**config.mk**
```make
export PLATFORM = sky130hd
export DESIGN_NAME = bwrs_top
export DESIGN_NICKNAME = d
export VERILOG_FILES = /design/src/bwrs_pkg.sv /design/src/bwrs_top.sv
export SDC_FILE = /design/constraint.sdc
export NUM_CORES = 1
export LEC_CHECK = 0
export ABC_AREA = 1
export BUFFER_PORTS_ARGS = -buffer_cell sky130_fd_sc_hd__buf_2
export CAP_MARGIN = 10
export CELL_PAD_IN_SITES_DETAIL_PLACEMENT = 1
export CELL_PAD_IN_SITES_GLOBAL_PLACEMENT = 2
export CORE_ASPECT_RATIO = 0.75
export CORE_MARGIN = 1
export CORE_UTILIZATION = 30
export DETAILED_ROUTE_END_ITERATION = 10
export GPL_ROUTABILITY_DRIVEN = 0
export GPL_TIMING_DRIVEN = 0
export PLACE_DENSITY = 0.75
export SKIP_LAST_GASP = 1
export SYNTH_ARGS = -nofsm -noshare
export SYNTH_HDL_FRONTEND = slang
export SYNTH_SLANG_ARGS = --single-unit
export TNS_END_PERCENT = 10
```
**constraint.sdc**
```tcl
create_clock -name aclk -period 2.1 [get_ports aclk]
set_input_delay 0.21 -clock aclk [delete_from_list [all_inputs] [get_ports aclk]]
set_output_delay 0.21 -clock aclk [all_outputs]
set_load 0.1 [all_outputs]
```
**src/bwrs_pkg.sv**
```systemverilog
// Purpose: Shared constants and types for the button wake and reset sequencer
// Assumes: 20 MHz aclk, AXI4-Lite register access
// Notes:   Press durations are counted in slow ticks
package bwrs_pkg;
    // Register byte offsets
    localparam logic [4:0] BWRS_CTRL_OFF = 5'h00;
    localparam logic [4:0] BWRS_TIME_OFF = 5'h04;
    localparam logic [4:0] BWRS_FLAG_OFF = 5'h08;
    localparam logic [4:0] BWRS_STAT_OFF = 5'h0c;

    typedef struct packed {
        logic [2:0] int_mask;
        logic       regulator_en;
        logic       soft_power_cycle_cmd;
        logic       adapter_watchdog_en;
        logic       adapter_required_for_reset;
        logic [1:0] long_press_action_sel;
    } bwrs_ctrl_type;

    typedef struct packed {
        logic [7:0] warning_margin_field;
        logic [7:0] long_press_timer;
        logic [7:0] second_short_press_timer;
        logic [7:0] first_short_press_timer;
    } bwrs_timing_type;

    localparam bwrs_ctrl_type   BWRS_CTRL_RESET = 9'h020;
    localparam bwrs_timing_type BWRS_TIME_RESET = 32'h32c8320a;
    localparam int              BWRS_CMD_BIT    = 4;

    // Long-press actions; bit 1 set selects shipping state
    localparam logic [1:0] BWRS_ACT_CYCLE = 2'h0;
    localparam logic [1:0] BWRS_ACT_NONE  = 2'h1;

    // Flag bit positions
    localparam int BWRS_FLAG_FIRST = 0;
    localparam int BWRS_FLAG_SECOND = 1;
    localparam int BWRS_FLAG_WARN  = 2;

    // Timing
    localparam int BWRS_CLK_MHZ         = 20;
    localparam int BWRS_INT_PULSE_US    = 128;
    localparam int BWRS_INT_PULSE_CYC   = BWRS_INT_PULSE_US * BWRS_CLK_MHZ;
    localparam int BWRS_RAIL_OFF_US     = 100;
    localparam int BWRS_RAIL_OFF_CYC    = BWRS_RAIL_OFF_US * BWRS_CLK_MHZ;
    localparam int BWRS_TICK_US         = 10000;
    localparam int BWRS_TICK_CYC        = BWRS_TICK_US * BWRS_CLK_MHZ;
    localparam int BWRS_WDOG_S          = 14;
    localparam int BWRS_WDOG_CYC        = BWRS_WDOG_S * BWRS_CLK_MHZ * 1000000;

    typedef enum logic [1:0] {
        BWRS_ST_SHIP   = 2'b00,
        BWRS_ST_WAKING = 2'b01,
        BWRS_ST_ACTIVE = 2'b10,
        BWRS_ST_CYCLE  = 2'b11
    } bwrs_state_type;
endpackage

```
**src/bwrs_top.sv**
```systemverilog
// Purpose: Pushbutton wake, short/long press timers and adapter watchdog
// Assumes: Pins are asynchronous; i2c_activity is a one-cycle pulse on aclk
// Notes:   Reset places the device in the active (powered) state
//
// Our own choices: the register offsets and the AXI4-Lite slave port.
`timescale 1ns/10ps
`default_nettype none
module bwrs_top
    import bwrs_pkg::*;
#(
    parameter int TICK_CYCLES = BWRS_TICK_CYC,
    parameter int WDOG_CYCLES = BWRS_WDOG_CYC
) (
    // Clock and reset
    input  wire logic        aclk,
    input  wire logic        aresetn,
    // AXI4-Lite write
    input  wire logic [4:0]  awaddr,
    input  wire logic        awvalid,
    output logic             awready,
    input  wire logic [31:0] wdata,
    input  wire logic [3:0]  wstrb,
    input  wire logic        wvalid,
    output logic             wready,
    output logic [1:0]       bresp,
    output logic             bvalid,
    input  wire logic        bready,
    // AXI4-Lite read
    input  wire logic [4:0]  araddr,
    input  wire logic        arvalid,
    output logic             arready,
    output logic [31:0]      rdata,
    output logic [1:0]       rresp,
    output logic             rvalid,
    input  wire logic        rready,
    // Pins and system inputs
    input  wire logic        wake_button_n,
    input  wire logic        adapter_valid,
    input  wire logic        battery_above_lockout,
    input  wire logic        i2c_activity,
    // Interrupt pin, open drain
    output logic             int_n_o,
    output logic             int_n_oe,
    // Power controls
    output logic             system_rail_en,
    output logic             regulator_out_en,
    output logic             logic_supply_en,
    output logic             in_ship_mode
);
    function automatic logic [31:0] bwrs_merge(input logic [31:0] old_v,
                                               input logic [31:0] new_v,
                                               input logic [3:0]  strb);
        logic [31:0] res;
        res = old_v;
        for (int i = 0; i < 4; i++) begin
            if (strb[i]) begin
                res[8*i +: 8] = new_v[8*i +: 8];
            end
        end
        return res;
    endfunction

    bwrs_ctrl_type   ctrl_reg;
    bwrs_timing_type timing_reg;
    bwrs_timing_type lat_reg;
    bwrs_state_type  state_reg;
    bwrs_state_type  state_next;
    logic [2:0]  sync1_reg;
    logic [2:0]  sync2_reg;
    logic        btn_prev_reg;
    logic        adp_prev_reg;
    logic [17:0] tick_cnt_reg;
    logic [7:0]  press_cnt_reg;
    logic        armed_reg;
    logic        adp_whole_reg;
    logic [1:0]  start_act_reg;
    logic [2:0]  flag_reg;
    logic [11:0] int_cnt_reg;
    logic [11:0] off_cnt_reg;
    logic        wd_run_reg;
    logic [28:0] wd_cnt_reg;
    logic        rail_reg;
    logic        aw_held_reg;
    logic        w_held_reg;
    logic [4:0]  awaddr_reg;
    logic [31:0] wdata_reg;
    logic [3:0]  wstrb_reg;

    // Synchronisers: first stage read only by the second
    always_ff @(posedge aclk) begin
        if (!aresetn) begin
            sync1_reg <= 3'h1;
            sync2_reg <= 3'h1;
        end else begin
            sync1_reg <= {battery_above_lockout, adapter_valid, wake_button_n};
            sync2_reg <= sync1_reg;
        end
    end

    logic btn_low;
    logic adp;
    logic bat_ok;
    logic fall;
    logic adp_rise;
    logic tick;
    assign btn_low  = ~sync2_reg[0];
    assign adp      = sync2_reg[1];
    assign bat_ok   = sync2_reg[2];
    assign fall     = btn_low & ~btn_prev_reg;
    assign adp_rise = adp & ~adp_prev_reg;
    assign tick     = (tick_cnt_reg == 18'(TICK_CYCLES - 1));

    always_ff @(posedge aclk) begin
        if (!aresetn) begin
            btn_prev_reg <= 1'b0;
            adp_prev_reg <= 1'b0;
        end else begin
            btn_prev_reg <= btn_low;
            adp_prev_reg <= adp;
        end
    end

    // Slow tick restarts at each press so expiry is measured from the fall
    always_ff @(posedge aclk) begin
        if (!aresetn || fall || tick) begin
            tick_cnt_reg <= 18'h0;
        end else begin
            tick_cnt_reg <= tick_cnt_reg + 18'h1;
        end
    end

    // Press duration, with durations frozen at the press start
    always_ff @(posedge aclk) begin
        if (!aresetn) begin
            press_cnt_reg <= 8'h0;
            lat_reg       <= BWRS_TIME_RESET;
            start_act_reg <= BWRS_ACT_NONE;
        end else if (fall) begin
            press_cnt_reg <= 8'h0;
            lat_reg       <= timing_reg;
            start_act_reg <= ctrl_reg.long_press_action_sel;
        end else if (tick && btn_low && press_cnt_reg != 8'hff) begin
            press_cnt_reg <= press_cnt_reg + 8'h1;
        end
    end

    logic [7:0] cnt_inc;
    logic [7:0] warn_at;
    logic       step;
    assign cnt_inc = press_cnt_reg + 8'h1;
    assign warn_at = lat_reg.long_press_timer - lat_reg.warning_margin_field;
    assign step    = tick & btn_low & (press_cnt_reg != 8'hff);

    // Presses begun outside active state stay disarmed until re-pressed
    always_ff @(posedge aclk) begin
        if (!aresetn || !btn_low) begin
            armed_reg <= 1'b0;
        end else if (fall) begin
            armed_reg <= (state_reg == BWRS_ST_ACTIVE);
        end
    end

    always_ff @(posedge aclk) begin
        if (!aresetn) begin
            adp_whole_reg <= 1'b0;
        end else if (fall) begin
            adp_whole_reg <= adp;
        end else if (!adp) begin
            adp_whole_reg <= 1'b0;
        end
    end

    logic       live;
    logic       ev_first;
    logic       ev_second;
    logic       ev_warn;
    logic       ev_long;
    logic       wake_done;
    logic [1:0] eff_act;
    logic       cmd_pulse;
    logic       wd_expire;
    logic       do_cycle;
    logic       do_ship;
    assign live      = armed_reg & bat_ok & (state_reg == BWRS_ST_ACTIVE);
    assign ev_first  = live & step & (cnt_inc == lat_reg.first_short_press_timer);
    assign ev_second = live & step & (cnt_inc == lat_reg.second_short_press_timer);
    assign ev_warn   = live & step & (cnt_inc == warn_at)
                       & (lat_reg.long_press_timer > lat_reg.warning_margin_field);
    assign ev_long   = live & step & (cnt_inc == lat_reg.long_press_timer);
    assign wake_done = step & (cnt_inc == lat_reg.first_short_press_timer);
    // A late switch into power cycle keeps the action held at press start
    assign eff_act   = (ctrl_reg.long_press_action_sel == BWRS_ACT_CYCLE
                        && start_act_reg != BWRS_ACT_CYCLE)
                       ? start_act_reg : ctrl_reg.long_press_action_sel;
    assign do_cycle  = (ev_long && eff_act == BWRS_ACT_CYCLE
                        && (!ctrl_reg.adapter_required_for_reset || adp_whole_reg))
                       || cmd_pulse || wd_expire;
    assign do_ship   = ev_long & eff_act[1];

    always_comb begin
        state_next = state_reg;
        case (state_reg)
            BWRS_ST_SHIP: begin
                if (adp) begin
                    state_next = BWRS_ST_ACTIVE;
                end else if (fall && bat_ok) begin
                    state_next = BWRS_ST_WAKING;
                end
            end
            BWRS_ST_WAKING: begin
                if (adp) begin
                    state_next = BWRS_ST_ACTIVE;
                end else if (!btn_low) begin
                    state_next = BWRS_ST_SHIP;
                end else if (wake_done) begin
                    state_next = BWRS_ST_ACTIVE;
                end
            end
            BWRS_ST_ACTIVE: begin
                if (do_cycle) begin
                    state_next = BWRS_ST_CYCLE;
                end else if (do_ship) begin
                    state_next = BWRS_ST_SHIP;
                end
            end
            BWRS_ST_CYCLE: begin
                if (off_cnt_reg == 12'(BWRS_RAIL_OFF_CYC - 1)) begin
                    state_next = BWRS_ST_ACTIVE;
                end
            end
            default: begin
                state_next = BWRS_ST_ACTIVE;
            end
        endcase
    end

    always_ff @(posedge aclk) begin
        if (!aresetn) begin
            state_reg <= BWRS_ST_ACTIVE;
            rail_reg  <= 1'b1;
        end else begin
            state_reg <= state_next;
            rail_reg  <= (state_next == BWRS_ST_ACTIVE);
        end
    end

    always_ff @(posedge aclk) begin
        if (!aresetn || state_reg != BWRS_ST_CYCLE) begin
            off_cnt_reg <= 12'h0;
        end else begin
            off_cnt_reg <= off_cnt_reg + 12'h1;
        end
    end

    assign system_rail_en   = rail_reg;
    assign regulator_out_en = rail_reg & ctrl_reg.regulator_en;
    assign logic_supply_en  = (state_reg != BWRS_ST_SHIP);
    assign in_ship_mode     = (state_reg == BWRS_ST_SHIP);

    // Flags and interrupt pulse
    logic [2:0] ev_v;
    logic [2:0] new_v;
    logic       rd_flags;
    logic       fire;
    assign ev_v  = {ev_warn, ev_second, ev_first};
    assign new_v = ev_v & ~flag_reg;
    assign fire  = |(new_v & ~ctrl_reg.int_mask);

    // Set wins over a read-clear in the same cycle
    always_ff @(posedge aclk) begin
        if (!aresetn) begin
            flag_reg <= 3'h0;
        end else begin
            flag_reg <= (flag_reg & ~{3{rd_flags}}) | ev_v;
        end
    end

    always_ff @(posedge aclk) begin
        if (!aresetn) begin
            int_cnt_reg <= 12'h0;
        end else if (fire) begin
            int_cnt_reg <= 12'(BWRS_INT_PULSE_CYC);
        end else if (int_cnt_reg != 12'h0) begin
            int_cnt_reg <= int_cnt_reg - 12'h1;
        end
    end

    assign int_n_o  = 1'b0;
    assign int_n_oe = (int_cnt_reg != 12'h0);

    // Adapter watchdog: armed by the adapter edge, stopped by any transaction
    assign wd_expire = wd_run_reg && (wd_cnt_reg == 29'(WDOG_CYCLES - 1));
    always_ff @(posedge aclk) begin
        if (!aresetn) begin
            wd_run_reg <= 1'b0;
            wd_cnt_reg <= 29'h0;
        end else if (!ctrl_reg.adapter_watchdog_en || !adp || i2c_activity || wd_expire) begin
            wd_run_reg <= 1'b0;
            wd_cnt_reg <= 29'h0;
        end else if (adp_rise) begin
            wd_run_reg <= 1'b1;
            wd_cnt_reg <= 29'h0;
        end else if (wd_run_reg) begin
            wd_cnt_reg <= wd_cnt_reg + 29'h1;
        end
    end

    // AXI4-Lite slave: address and data latched independently
    logic        write_go;
    logic [31:0] wr_ctrl;
    assign awready   = ~aw_held_reg & ~bvalid;
    assign wready    = ~w_held_reg & ~bvalid;
    assign write_go  = aw_held_reg & w_held_reg;
    assign wr_ctrl   = bwrs_merge({23'h0, ctrl_reg}, wdata_reg, wstrb_reg);
    assign cmd_pulse = write_go && awaddr_reg == BWRS_CTRL_OFF && wr_ctrl[BWRS_CMD_BIT];

    always_ff @(posedge aclk) begin
        if (!aresetn) begin
            aw_held_reg <= 1'b0;
            w_held_reg  <= 1'b0;
            awaddr_reg  <= 5'h0;
            wdata_reg   <= 32'h0;
            wstrb_reg   <= 4'h0;
            bvalid      <= 1'b0;
            bresp       <= 2'h0;
        end else begin
            if (awvalid && awready) begin
                aw_held_reg <= 1'b1;
                awaddr_reg  <= {awaddr[4:2], 2'h0};
            end
            if (wvalid && wready) begin
                w_held_reg <= 1'b1;
                wdata_reg  <= wdata;
                wstrb_reg  <= wstrb;
            end
            if (write_go) begin
                aw_held_reg <= 1'b0;
                w_held_reg  <= 1'b0;
                bvalid      <= 1'b1;
                bresp       <= awaddr_reg[4] ? 2'h2 : 2'h0;
            end else if (bvalid && bready) begin
                bvalid <= 1'b0;
            end
        end
    end

    // The command bit is a trigger and never stays set
    always_ff @(posedge aclk) begin
        if (!aresetn) begin
            ctrl_reg   <= BWRS_CTRL_RESET;
            timing_reg <= BWRS_TIME_RESET;
        end else if (write_go && awaddr_reg == BWRS_CTRL_OFF) begin
            ctrl_reg <= wr_ctrl[8:0] & ~(9'h001 << BWRS_CMD_BIT);
        end else if (write_go && awaddr_reg == BWRS_TIME_OFF) begin
            timing_reg <= bwrs_merge(timing_reg, wdata_reg, wstrb_reg);
        end
    end

    logic [4:0] ar_a;
    assign ar_a     = {araddr[4:2], 2'h0};
    assign arready  = ~rvalid;
    assign rd_flags = arvalid && arready && ar_a == BWRS_FLAG_OFF;

    always_ff @(posedge aclk) begin
        if (!aresetn) begin
            rvalid <= 1'b0;
            rdata  <= 32'h0;
            rresp  <= 2'h0;
        end else if (arvalid && arready) begin
            rvalid <= 1'b1;
            rresp  <= ar_a[4] ? 2'h2 : 2'h0;
            case (ar_a)
                BWRS_CTRL_OFF: rdata <= {23'h0, ctrl_reg};
                BWRS_TIME_OFF: rdata <= timing_reg;
                BWRS_FLAG_OFF: rdata <= {29'h0, flag_reg};
                BWRS_STAT_OFF: rdata <= {26'h0, wd_run_reg, bat_ok, adp, btn_low, state_reg};
                default:       rdata <= 32'h0;
            endcase
        end else if (rvalid && rready) begin
            rvalid <= 1'b0;
        end
    end
endmodule
`default_nettype wire

```
=== Yosys cells after proc, flatten, opt, wreduce, memory -nomap -nowiden ===
Cells that the tools add are included.

* Output and inout port bits: 47
* RAM bits: 0
* Word-level logic and storage cells: 175
* Input bits: 57
* Memories: 0
* ROM bits: 0
* Bits in latches: 0
* Register bits: 249

* Multipliers: 0
* Multiplexer cells: 22
* Equality and inequality tests: 18
* Reduce and logical (&&, ||, !) cells: 53
* Order comparisons: 1
* Divide/modulo/power cells: 0
* Shift operators: 0
* Bitwise logic cells: 34
* Add/subtract/negate cells: 6

{| class="wikitable"
|+ Operators by type and width
! cell !! number
|-
| $pmux 32 s4 || 1
|-
| $eq 8x8->1 || 4
|-
| $add 29x1->29 const B || 1
|-
| $eq 29x29->1 const B || 1
|-
| $mux 12 || 2
|-
| $mux 2 || 11
|-
| $add 18x1->18 const B || 1
|-
| $and 1x1->1 || 18
|-
| $eq 18x18->1 const B || 1
|-
| $logic_and 1x1->1 || 16
|-
| $add 12x1->12 const B || 1
|-
| $eq 12x11->1 const B || 1
|-
| $reduce_and 3->1 || 4
|-
| $reduce_bool 12->1 || 1
|-
| $sub 12x1->12 const B || 1
|-
| $logic_not 5->1 || 2
|-
| $logic_or 1x1->1 || 10
|-
| $reduce_bool 2->1 || 5
|-
| $and 3x3->3 || 3
|-
| $not 1->1 || 9
|-
| $not 3->3 || 3
|-
| $add 8x1->8 const B || 1
|-
| $gt 8x8->1 || 1
|-
| $ne 8x8->1 const B || 1
|-
| 17 further kinds || 35
|}

=== Depth between registers and ports, before layout ===
Gate-level depths: netlist of run 1.

* Depth after elaboration: 12
* Mapped depth: 16
* Gate-level depth less buffers: 16

=== Worst setup path before layout of run 1 ===
OpenSTA, ideal clock, no wires.

* Path type: register to register
* Start point: register state_reg[1]
* End point: register state_reg[0]
* Setup time: 0.132 ns
* Data arrival time: 2.991 ns
* Required time: 1.968 ns
* Slack: -1.023 ns
* Buffers on the path: 0
* Clock period less this slack: 3.123 ns
* Cell stages (with the launch flop): 5
* Cells stage by stage: dfxtp_1 nor2_1 inv_1 nand2_1 a21oi_1

* Elaborated cells on any way between the ends: 15
* Those cells by class: 3 x eq/ne; 3 x mux; 4 x bitwise; 5 x reduce/logical

{| class="wikitable"
|+ RTL lines
! item !! RTL line !! text
|-
| start: declaration || bwrs_top.sv:66 || <nowiki>bwrs_state_type state_reg;</nowiki>
|-
| start signal: assignment || bwrs_top.sv:242 || <nowiki>state_reg <= state_next;</nowiki>
|-
| $logic_not 2->1 || n/a ||
|-
| named net in_ship_mode || bwrs_top.sv:48 || <nowiki>output logic in_ship_mode</nowiki>
|-
| $pmux 2 s4 || bwrs_top.sv:202 || <nowiki>case (state_reg)</nowiki>
|}

The timed path passes the listed nets, and every way through them passes these cells.
A chain may end at the register's enable or synchronous reset.

=== Final worst setup path of run 1 ===
* Start point: register lat_reg[16] in the netlist's numbering
* End point: register int_cnt_reg[3]

* Cells in the longest elaborated chain, start to end: 7
* Elaborated cells on any way between the ends: 8
* Those cells by class: 1 x add/sub; 1 x order compare; 1 x eq/ne; 4 x bitwise; 1 x reduce/logical

{| class="wikitable"
|+ Ends and longest elaborated chain
! item !! RTL line !! text
|-
| start: declaration || bwrs_top.sv:65 || <nowiki>bwrs_timing_type lat_reg;</nowiki>
|-
| start signal: assignment || bwrs_top.sv:140 || <nowiki>lat_reg <= timing_reg;</nowiki>
|-
| $sub 8x8->8 || bwrs_top.sv:151 || <nowiki>assign warn_at = lat_reg.long_press_timer - lat_reg.warning_margin_field;</nowiki>
|-
| $eq 8x8->1 || bwrs_top.sv:187 || <nowiki>assign ev_warn = live & step & (cnt_inc == warn_at)</nowiki>
|-
| $and 1x1->1 || bwrs_top.sv:187 ||
|-
| $and 1x1->1 * || bwrs_top.sv:188 || <nowiki>& (lat_reg.long_press_timer > lat_reg.warning_margin_field);</nowiki>
|-
| $and 3x3->3 * || bwrs_top.sv:266 || <nowiki>assign new_v = ev_v & ~flag_reg;</nowiki>
|-
| $and 3x3->3 * || bwrs_top.sv:267 || <nowiki>assign fire = |(new_v & ~ctrl_reg.int_mask);</nowiki>
|-
| $reduce_or 4->1 (no source line) * || n/a ||
|-
| end signal: assignment || bwrs_top.sv:282 || <nowiki>int_cnt_reg <= 12'(BWRS_INT_PULSE_CYC);</nowiki>
|-
| end signal: assignment || bwrs_top.sv:284 || <nowiki>int_cnt_reg <= int_cnt_reg - 12'h1;</nowiki>
|-
| end: declaration || bwrs_top.sv:78 || <nowiki>logic [11:0] int_cnt_reg;</nowiki>
|}

Every way passes the cells marked *; elsewhere a longest branch is shown, timed or not.

==> metrics, run 1 <==
status finished with violations; failing checks negative setup slack; vias per cell about 4.7; pins over their slew limit 0; clk_lat worst skew 570 ps; dpl hpwl 27200 um; die area approximately 0.037 mm2; vias 10314; r2r endpoint int_cnt_reg[3]; top-count cell post-synth nand2_1; drt first pass iters 5; Worst-path clk slew 60 ps; RSZ-0062 raised after global routing true; FF-to-FF setup slack -190 ps; FF-to-FF Start lat_reg[16]; min-delay src araddr[4]; Synth area leader dfxtp_1; synth top area cells dfxtp_1 45%, nand2_1 9.7%, nor2_1 8.0%; Synth Area in Simple Gates a little over a quarter; CTS Buf Count 28; endpoint class of the critical path register; post-synthesis compound-gate area fraction 14.6%; CP max FO 5; Iter 0 DRT Violations 586; FF+latch count, synth 247; Syn. warnings 0; DIE HEIGHT 167 um; main combinational cell family by area after synthesis simple AND/OR/NAND/NOR gates; Total GRT Usage 19.4%; final WL roughly 36000 um; Cell variety after synth 43; top cell type's share of synthesized area 45.3%; DIE WIDTH 222 um; Ports 104; Syn Area/Cell a little over 7 um2; Setup TNS -2470 ps; post-synthesis mux area share 0%; synthesis-to-layout area growth 24.9%; core footprint ~0.036 mm2; Max-Slew Margin vs Limit about 29%; largest net degree at the start of global routing 16; endpoints failing setup 17; post-route clock period utilization 109%; synth cell count leaders 282 x nand2_1, 247 x dfxtp_1, 232 x nor2_1, 167 x inv_1, 151 x o21ai_0; port buffer count 95; MaxCap Viol Count 0; average wire per standard cell 16.4 um; VDD IR max 0.526 mV; Fill cells approximately 4500; Pwr per Cell Area 900 mW/mm2; share of cells above drive strength 1 roughly 13%; pre-CTS setup slack -698 ps; Worst EP required about 2600 ps; critical path class reg -> reg; hold endpoint rresp[1]; Cells after Synth 1528; Worst Skew 26.1 ps; Max Buffers Root-to-Sink 3; Startpoint Class register; CTS tree done; sequential share of the synthesized area 45.3%; FFs w/ async S/R, synth 0%; main flop type after synthesis dfxtp_1; clk sinks between 200 and 250; CTS H-Tree Depth 1; Core Rows 60; drt drc 0; Post-synth EDFFs 0; vias in the first global route roughly 10000; Clk Tree Root Cell clkbuf_16; grt total ovfl 0; first-pass GRT wire length 57500 um; Post-Syn Area ~0.011 mm2; post-route ant nets 0; Initial Util between 30% and 40%; Hold Path Cell Cnt 3; Nets about 1800; fmax 0.437 GHz; initial antenna violation count 0; area share of xor/xnor cells in the synthesized design 3.05%; Hold Vio Cnt, Final 0; CP arrival ~2800 ps; slack of the critical path -187 ps; Worst-Margin Slew 1070 ps; Tmin final between 2000 and 2500 ps; R2R depth 13; Worst Hold Class in -> reg; Leak 5.61 nW; n_diodes 0; adder-cell share of the synthesized area 1.67%
## worst max-delay path, cell delays in order (launching register included)
cell and delay [ps]:
dfxtp_2 330, inv_2 50, ha_4 160, fa_2 530
or2_4 100, nand4_1 70, nor2_1 90, nand2_1 60
nor2_1 100, nand3_1 120, nor2_4 190, nand3_4 150
nand4_4 150, nor2_1 60
## cell type report
cell class	instances	area [um2]	area share (%)
multi-input cells	1054	5240	38.5
flip-flops and latches	247	4950	36.4
repair buffers	145	972	7.14
clock buffers	42	813	5.97
inverters	178	672	4.93
well taps	465	582	4.27
plain buffers	52	225	1.65
clock inverters	10	159	1.17
## kinds of logic (layout without fill, tap and decap cells)
logic type      Yosys count  after routing
fa+ha+maj                14             14
compound gates          311            311
other cells               1              3
xor+xnor                 38             38
buf+inv                 230            427
simple gates            687            688
flops                   247            247
## worst max-delay path by stage
stage	start	end	depth (start not counted)
floorplan	int_cnt_reg[0]	int_cnt_reg[9]	12
global placement	press_cnt_reg[0]	int_cnt_reg[0]	11
detailed placement	press_cnt_reg[0]	int_cnt_reg[7]	11
CTS	wd_cnt_reg[1]	wd_cnt_reg[15]	10
global route	lat_reg[16]	int_cnt_reg[6]	13
finish	lat_reg[16]	int_cnt_reg[3]	13
## report_power, final
group | internal [mW] | leakage, nW | switching, mW
clock network | 3.06 | 0.473 | 2.08
registers | 4.94 | 2.02 | 0.199
logic | 0.632 | 3.12 | 1.34
## placed cells by master (no fill, tap or decap), types with 4 or more instances in the layout
cell / synthesis / routed
nand2_1: 282 / 282
dfxtp_1: 247 / 241
nor2_1: 232 / 219
inv_1: 167 / 165
o21ai_0: 151 / 150
a21oi_1: 144 / 143
buf_2: 4 / 96
nand3_1: 77 / 77
clkbuf_1: 40 / 48
dlygate4sd3_1: 0 / 46
xor2_1: 28 / 28
clkbuf_16: 0 / 28
nor3_1: 26 / 23
nand4_1: 16 / 16
nand2_2: 12 / 12
ha_1: 13 / 11
nor2_2: 2 / 10
xnor2_1: 10 / 10
inv_2: 8 / 9
or2_2: 9 / 8
nor2_4: 2 / 7
buf_4: 3 / 7
o22ai_1: 6 / 6
nor4_1: 6 / 6
clkbuf_8: 0 / 6
nand3b_1: 5 / 5
dfxtp_2: 0 / 5
nand3_2: 6 / 4
buf_1: 4 / 4
clkinv_2: 0 / 4
## layer usage
layer / wire [um] / global-route usage (%) / share of wire [%] / vias to the layer above
li1: - / - / - / 5291
met1: 19500 / 29.5 / 54 / 4841
met2: 14700 / 29.0 / 41 / 145
met3: 1150 / 2.68 / 3.2 / 37
met4: 558 / 3.93 / 1.6 / 0
met5: 0 / 0 / 0 / -
## stage by stage
stage / instance area [um2] / util (%) / total power [mW] / hold WS [ps] / cells
after CTS: 13600 / 37.9 / 12.4 / 36.3 / 2192
after global routing: 13600 / 38.0 / 12.8 / 88.3 / 2193
after detailed placement: 12000 / 33.5 / 7.06 / 400 / 2090
final: 13600 / 38.0 / 12.3 / 70.1 / 2193
after global placement: 12000 / 33.5 / 7.02 / 398 / 2090
after floorplan: 10900 / - / 6.60 / 308 / 1530
## timing repair
item	4_1_cts	5_1_grt
pin swaps	7	8
setup buffers	3	1
hold buffers	46	0
endpoints found under the setup margin	58	86
gates cloned	1	0
resized for setup	28	15
hold endpoints to repair	45	0
(Power assumes the default switching activity.)
==> run 2, diff against run 1 <==
--- a/config.mk
+++ b/config.mk
@@ -16,8 +16,9 @@
 export DETAILED_ROUTE_END_ITERATION = 10
 export GPL_ROUTABILITY_DRIVEN = 0
 export GPL_TIMING_DRIVEN = 0
-export PLACE_DENSITY = 0.75
+export PLACE_DENSITY = 0.86
 export SKIP_LAST_GASP = 1
+export SLEW_MARGIN = 20
 export SYNTH_ARGS = -nofsm -noshare
 export SYNTH_HDL_FRONTEND = slang
 export SYNTH_SLANG_ARGS = --single-unit
==> run 2 against run 1 <==
Net effect: the flow still finishes with violations (negative setup slack); flip-flop and latch count did not move; clock-buffer cell count grew 1; final area is essentially flat; clock power shrank 8.8%.
==> metrics, run 2 (same netlist as run 1, synthesis figures left out) <==
Reg area 0.00496 mm2 (+0.20%); Hold Vio Cnt, Final 0 (unchanged); endpoints failing setup 14 (-3); share of cells above drive strength 1 14.0% (+1.1 points); placed inst area 0.0120 mm2 (unchanged); Worst-Margin Slew 911 ps (-156 ps); end-of-flow core utilization 38.1% (about the same); post-route ant nets 0 (unchanged); Clk Tree Root Cell clkbuf_16; failing checks negative setup slack; Tmin final 2340 ps (+50.4 ps); DIE WIDTH 222 um (unchanged); Max Buffers Root-to-Sink 3 (unchanged); Core Rows 60 (unchanged); crit-path most repeated cell nand2_1; Max-Slew Margin vs Limit 39.2% (+10 points); largest net degree at the start of global routing 15 (-1); dpl hpwl 27200 um (+0.18%); Nets 1784 (+0.39%); die area 0.0371 mm2 (unchanged); endpoint class of the critical path register; Hold Path Cell Cnt 3 (unchanged); Worst Skew 24.7 ps (-1.36 ps); FF-to-FF setup slack -240 ps (-50 ps); fmax 0.428 GHz (-2.2%); Slowest-stage cell, CP ha_1; hold endpoint wdata_reg[16]; CTS H-Tree Depth 1 (unchanged); drt first pass iters 5 (unchanged); sequential power share 42.8% (+0.9 points); placed cells 2090 (unchanged); Max stage delay on crit path 380 ps (-150 ps); vias 10542 (+2.2%); Clk network pwr share 38.9% (-3.1 points); CTS tree done; vias per cell 4.80 (+2.1%); vias in the first global route 10697 (+2.7%); commonest non-fill, non-tap cells in the layout 276 x nand2_1, 235 x dfxtp_1, 218 x nor2_1, 162 x inv_1, 150 x o21ai_0; pins over their slew limit 0 (unchanged); crit-path cells ha_1, a21oi_2, nand2_1, nand2_1, nand2_1, or2_2, nand2_1, nand2_1, nand2_1, nor2_4, nand3_4, nand4_4, nor2_1; cell-internal power 8.38 mW (-3.0%); Worst-path clk slew 70 ps (about the same); Setup TNS -2100 ps (+375 ps); RSZ-0062 raised after global routing true; drt drc 0 (unchanged); Ports 104 (unchanged); Cell Count, Final, Fillers Out 2196 (+0.14%); CP max FO 5 (unchanged); status finished with violations; most common cell after layout, fill and taps aside nand2_1; Initial Util 30.5% (unchanged); Fill cells 4442 (-0.40%); R2R depth 13 (unchanged); post-route clock period utilization 111% (+2.4 points); Comb power frac 18.2% (+2.1 points); average wire per standard cell 16.6 um (+1.7%); Startpoint Class register; Final Power 12.0 mW (-1.8%); final hold slack 5.82 ps (-64.3 ps); clk_lat worst skew 560 ps (about the same); n_diodes 0 (unchanged); initial antenna violation count 0 (unchanged); r2r endpoint int_cnt_reg[1]; Total GRT Usage 19.3% (-0.14 points); slack of the critical path -238 ps (-50.4 ps); synthesis-to-layout area growth 24.9% (about the same); Design Area, Final 0.0136 mm2 (about the same); multi-input logic area 0.00531 mm2 (+1.4%); pre-CTS setup slack -624 ps (+74.4 ps); Bufs and invs on worst path 0 (-1); Worst EP required 2580 ps (+20 ps); CTS Buf Count 27 (-3.6%); MaxCap Viol Count 0 (unchanged); min-delay src wdata[16]; clk sinks 247 (unchanged); Sw Share 30.4% (+0.86 points); first-pass GRT wire length 57600 um (about the same); Leak 5.57 nW (-0.67%); Pwr per Cell Area 884 mW/mm2 (-1.8%); final WL 36600 um (+1.8%); Iter 0 DRT Violations 532 (-9.2%); critical path class reg -> reg; FF-to-FF Start lat_reg[19]; DIE HEIGHT 167 um (unchanged); Worst Hold Class in -> reg; grt total ovfl 0 (unchanged); core footprint 0.0358 mm2 (unchanged); sw power 3.66 mW (+1.1%); port buffer count 95 (unchanged); largest delay contributor family on the critical path simple AND/OR/NAND/NOR gates; VDD IR max 0.610 mV (+16%); CP arrival 2820 ps (+70 ps)
## run 2: cell count changes in the layout (fill, tap and decap cells not counted), sizes merged
| cell | previous run | this run |
|---|---|---|
| bufinv | 3 | 1 |
| clkbuf | 83 | 84 |
| clkinvlp | 2 | 1 |
| dlygate4sd3 | 46 | 45 |
| buf | 110 | 119 |
| clkinv | 8 | 5 |
## run 2: how the worst max path moves through the flow
stage / startpoint / depth (start not counted) / to
global route: lat_reg[19] / 13 / int_cnt_reg[1]
finish: lat_reg[19] / 13 / int_cnt_reg[1]
floorplan: int_cnt_reg[0] / 12 / int_cnt_reg[9]
global placement: press_cnt_reg[0] / 11 / int_cnt_reg[6]
CTS: lat_reg[16] / 13 / int_cnt_reg[1]
detailed placement: press_cnt_reg[0] / 11 / int_cnt_reg[3]
## run 2: area by class of cell
type,count,share of cell area [%]
inverters,178,4.93
flip-flops and latches,247,36.4
clock inverters,4,0.441
clock buffers,43,5.77
plain buffers,52,1.56
repair buffers,153,7.62
multi-input cells,1054,39.0
well taps,465,4.27
## run 2: metal layers
layer  global-route usage (%)  part of all wire (%)
met5                        0                     0
met3                     2.61                   4.1
met2                     29.9                    42
met1                     28.5                    52
met4                     3.41                   1.6
## run 2: tightest hold or removal path: stages
cell and delay, ps:
buf_2 80, o21ai_0 140, nor2_1 110
## run 2: repair_timing
action	CTS	global route
pin swaps	7	12
hold buffers	45	0
cloned	1	0
endpoints found under the setup margin	34	76
hold endpoints to repair	44	0
buffers inserted	3	10
gates resized for setup	27	36
## run 2: power groups by stage
stage | Combinational, mW | Clock, mW | Sequential [mW]
after floorplan | 1.16 | 0 | 5.44
after global placement | 1.79 | 0 | 5.23
after detailed placement | 1.83 | 0 | 5.23
after CTS | 1.98 | 4.80 | 5.14
after global routing | 2.40 | 4.98 | 5.18
final | 2.20 | 4.69 | 5.16
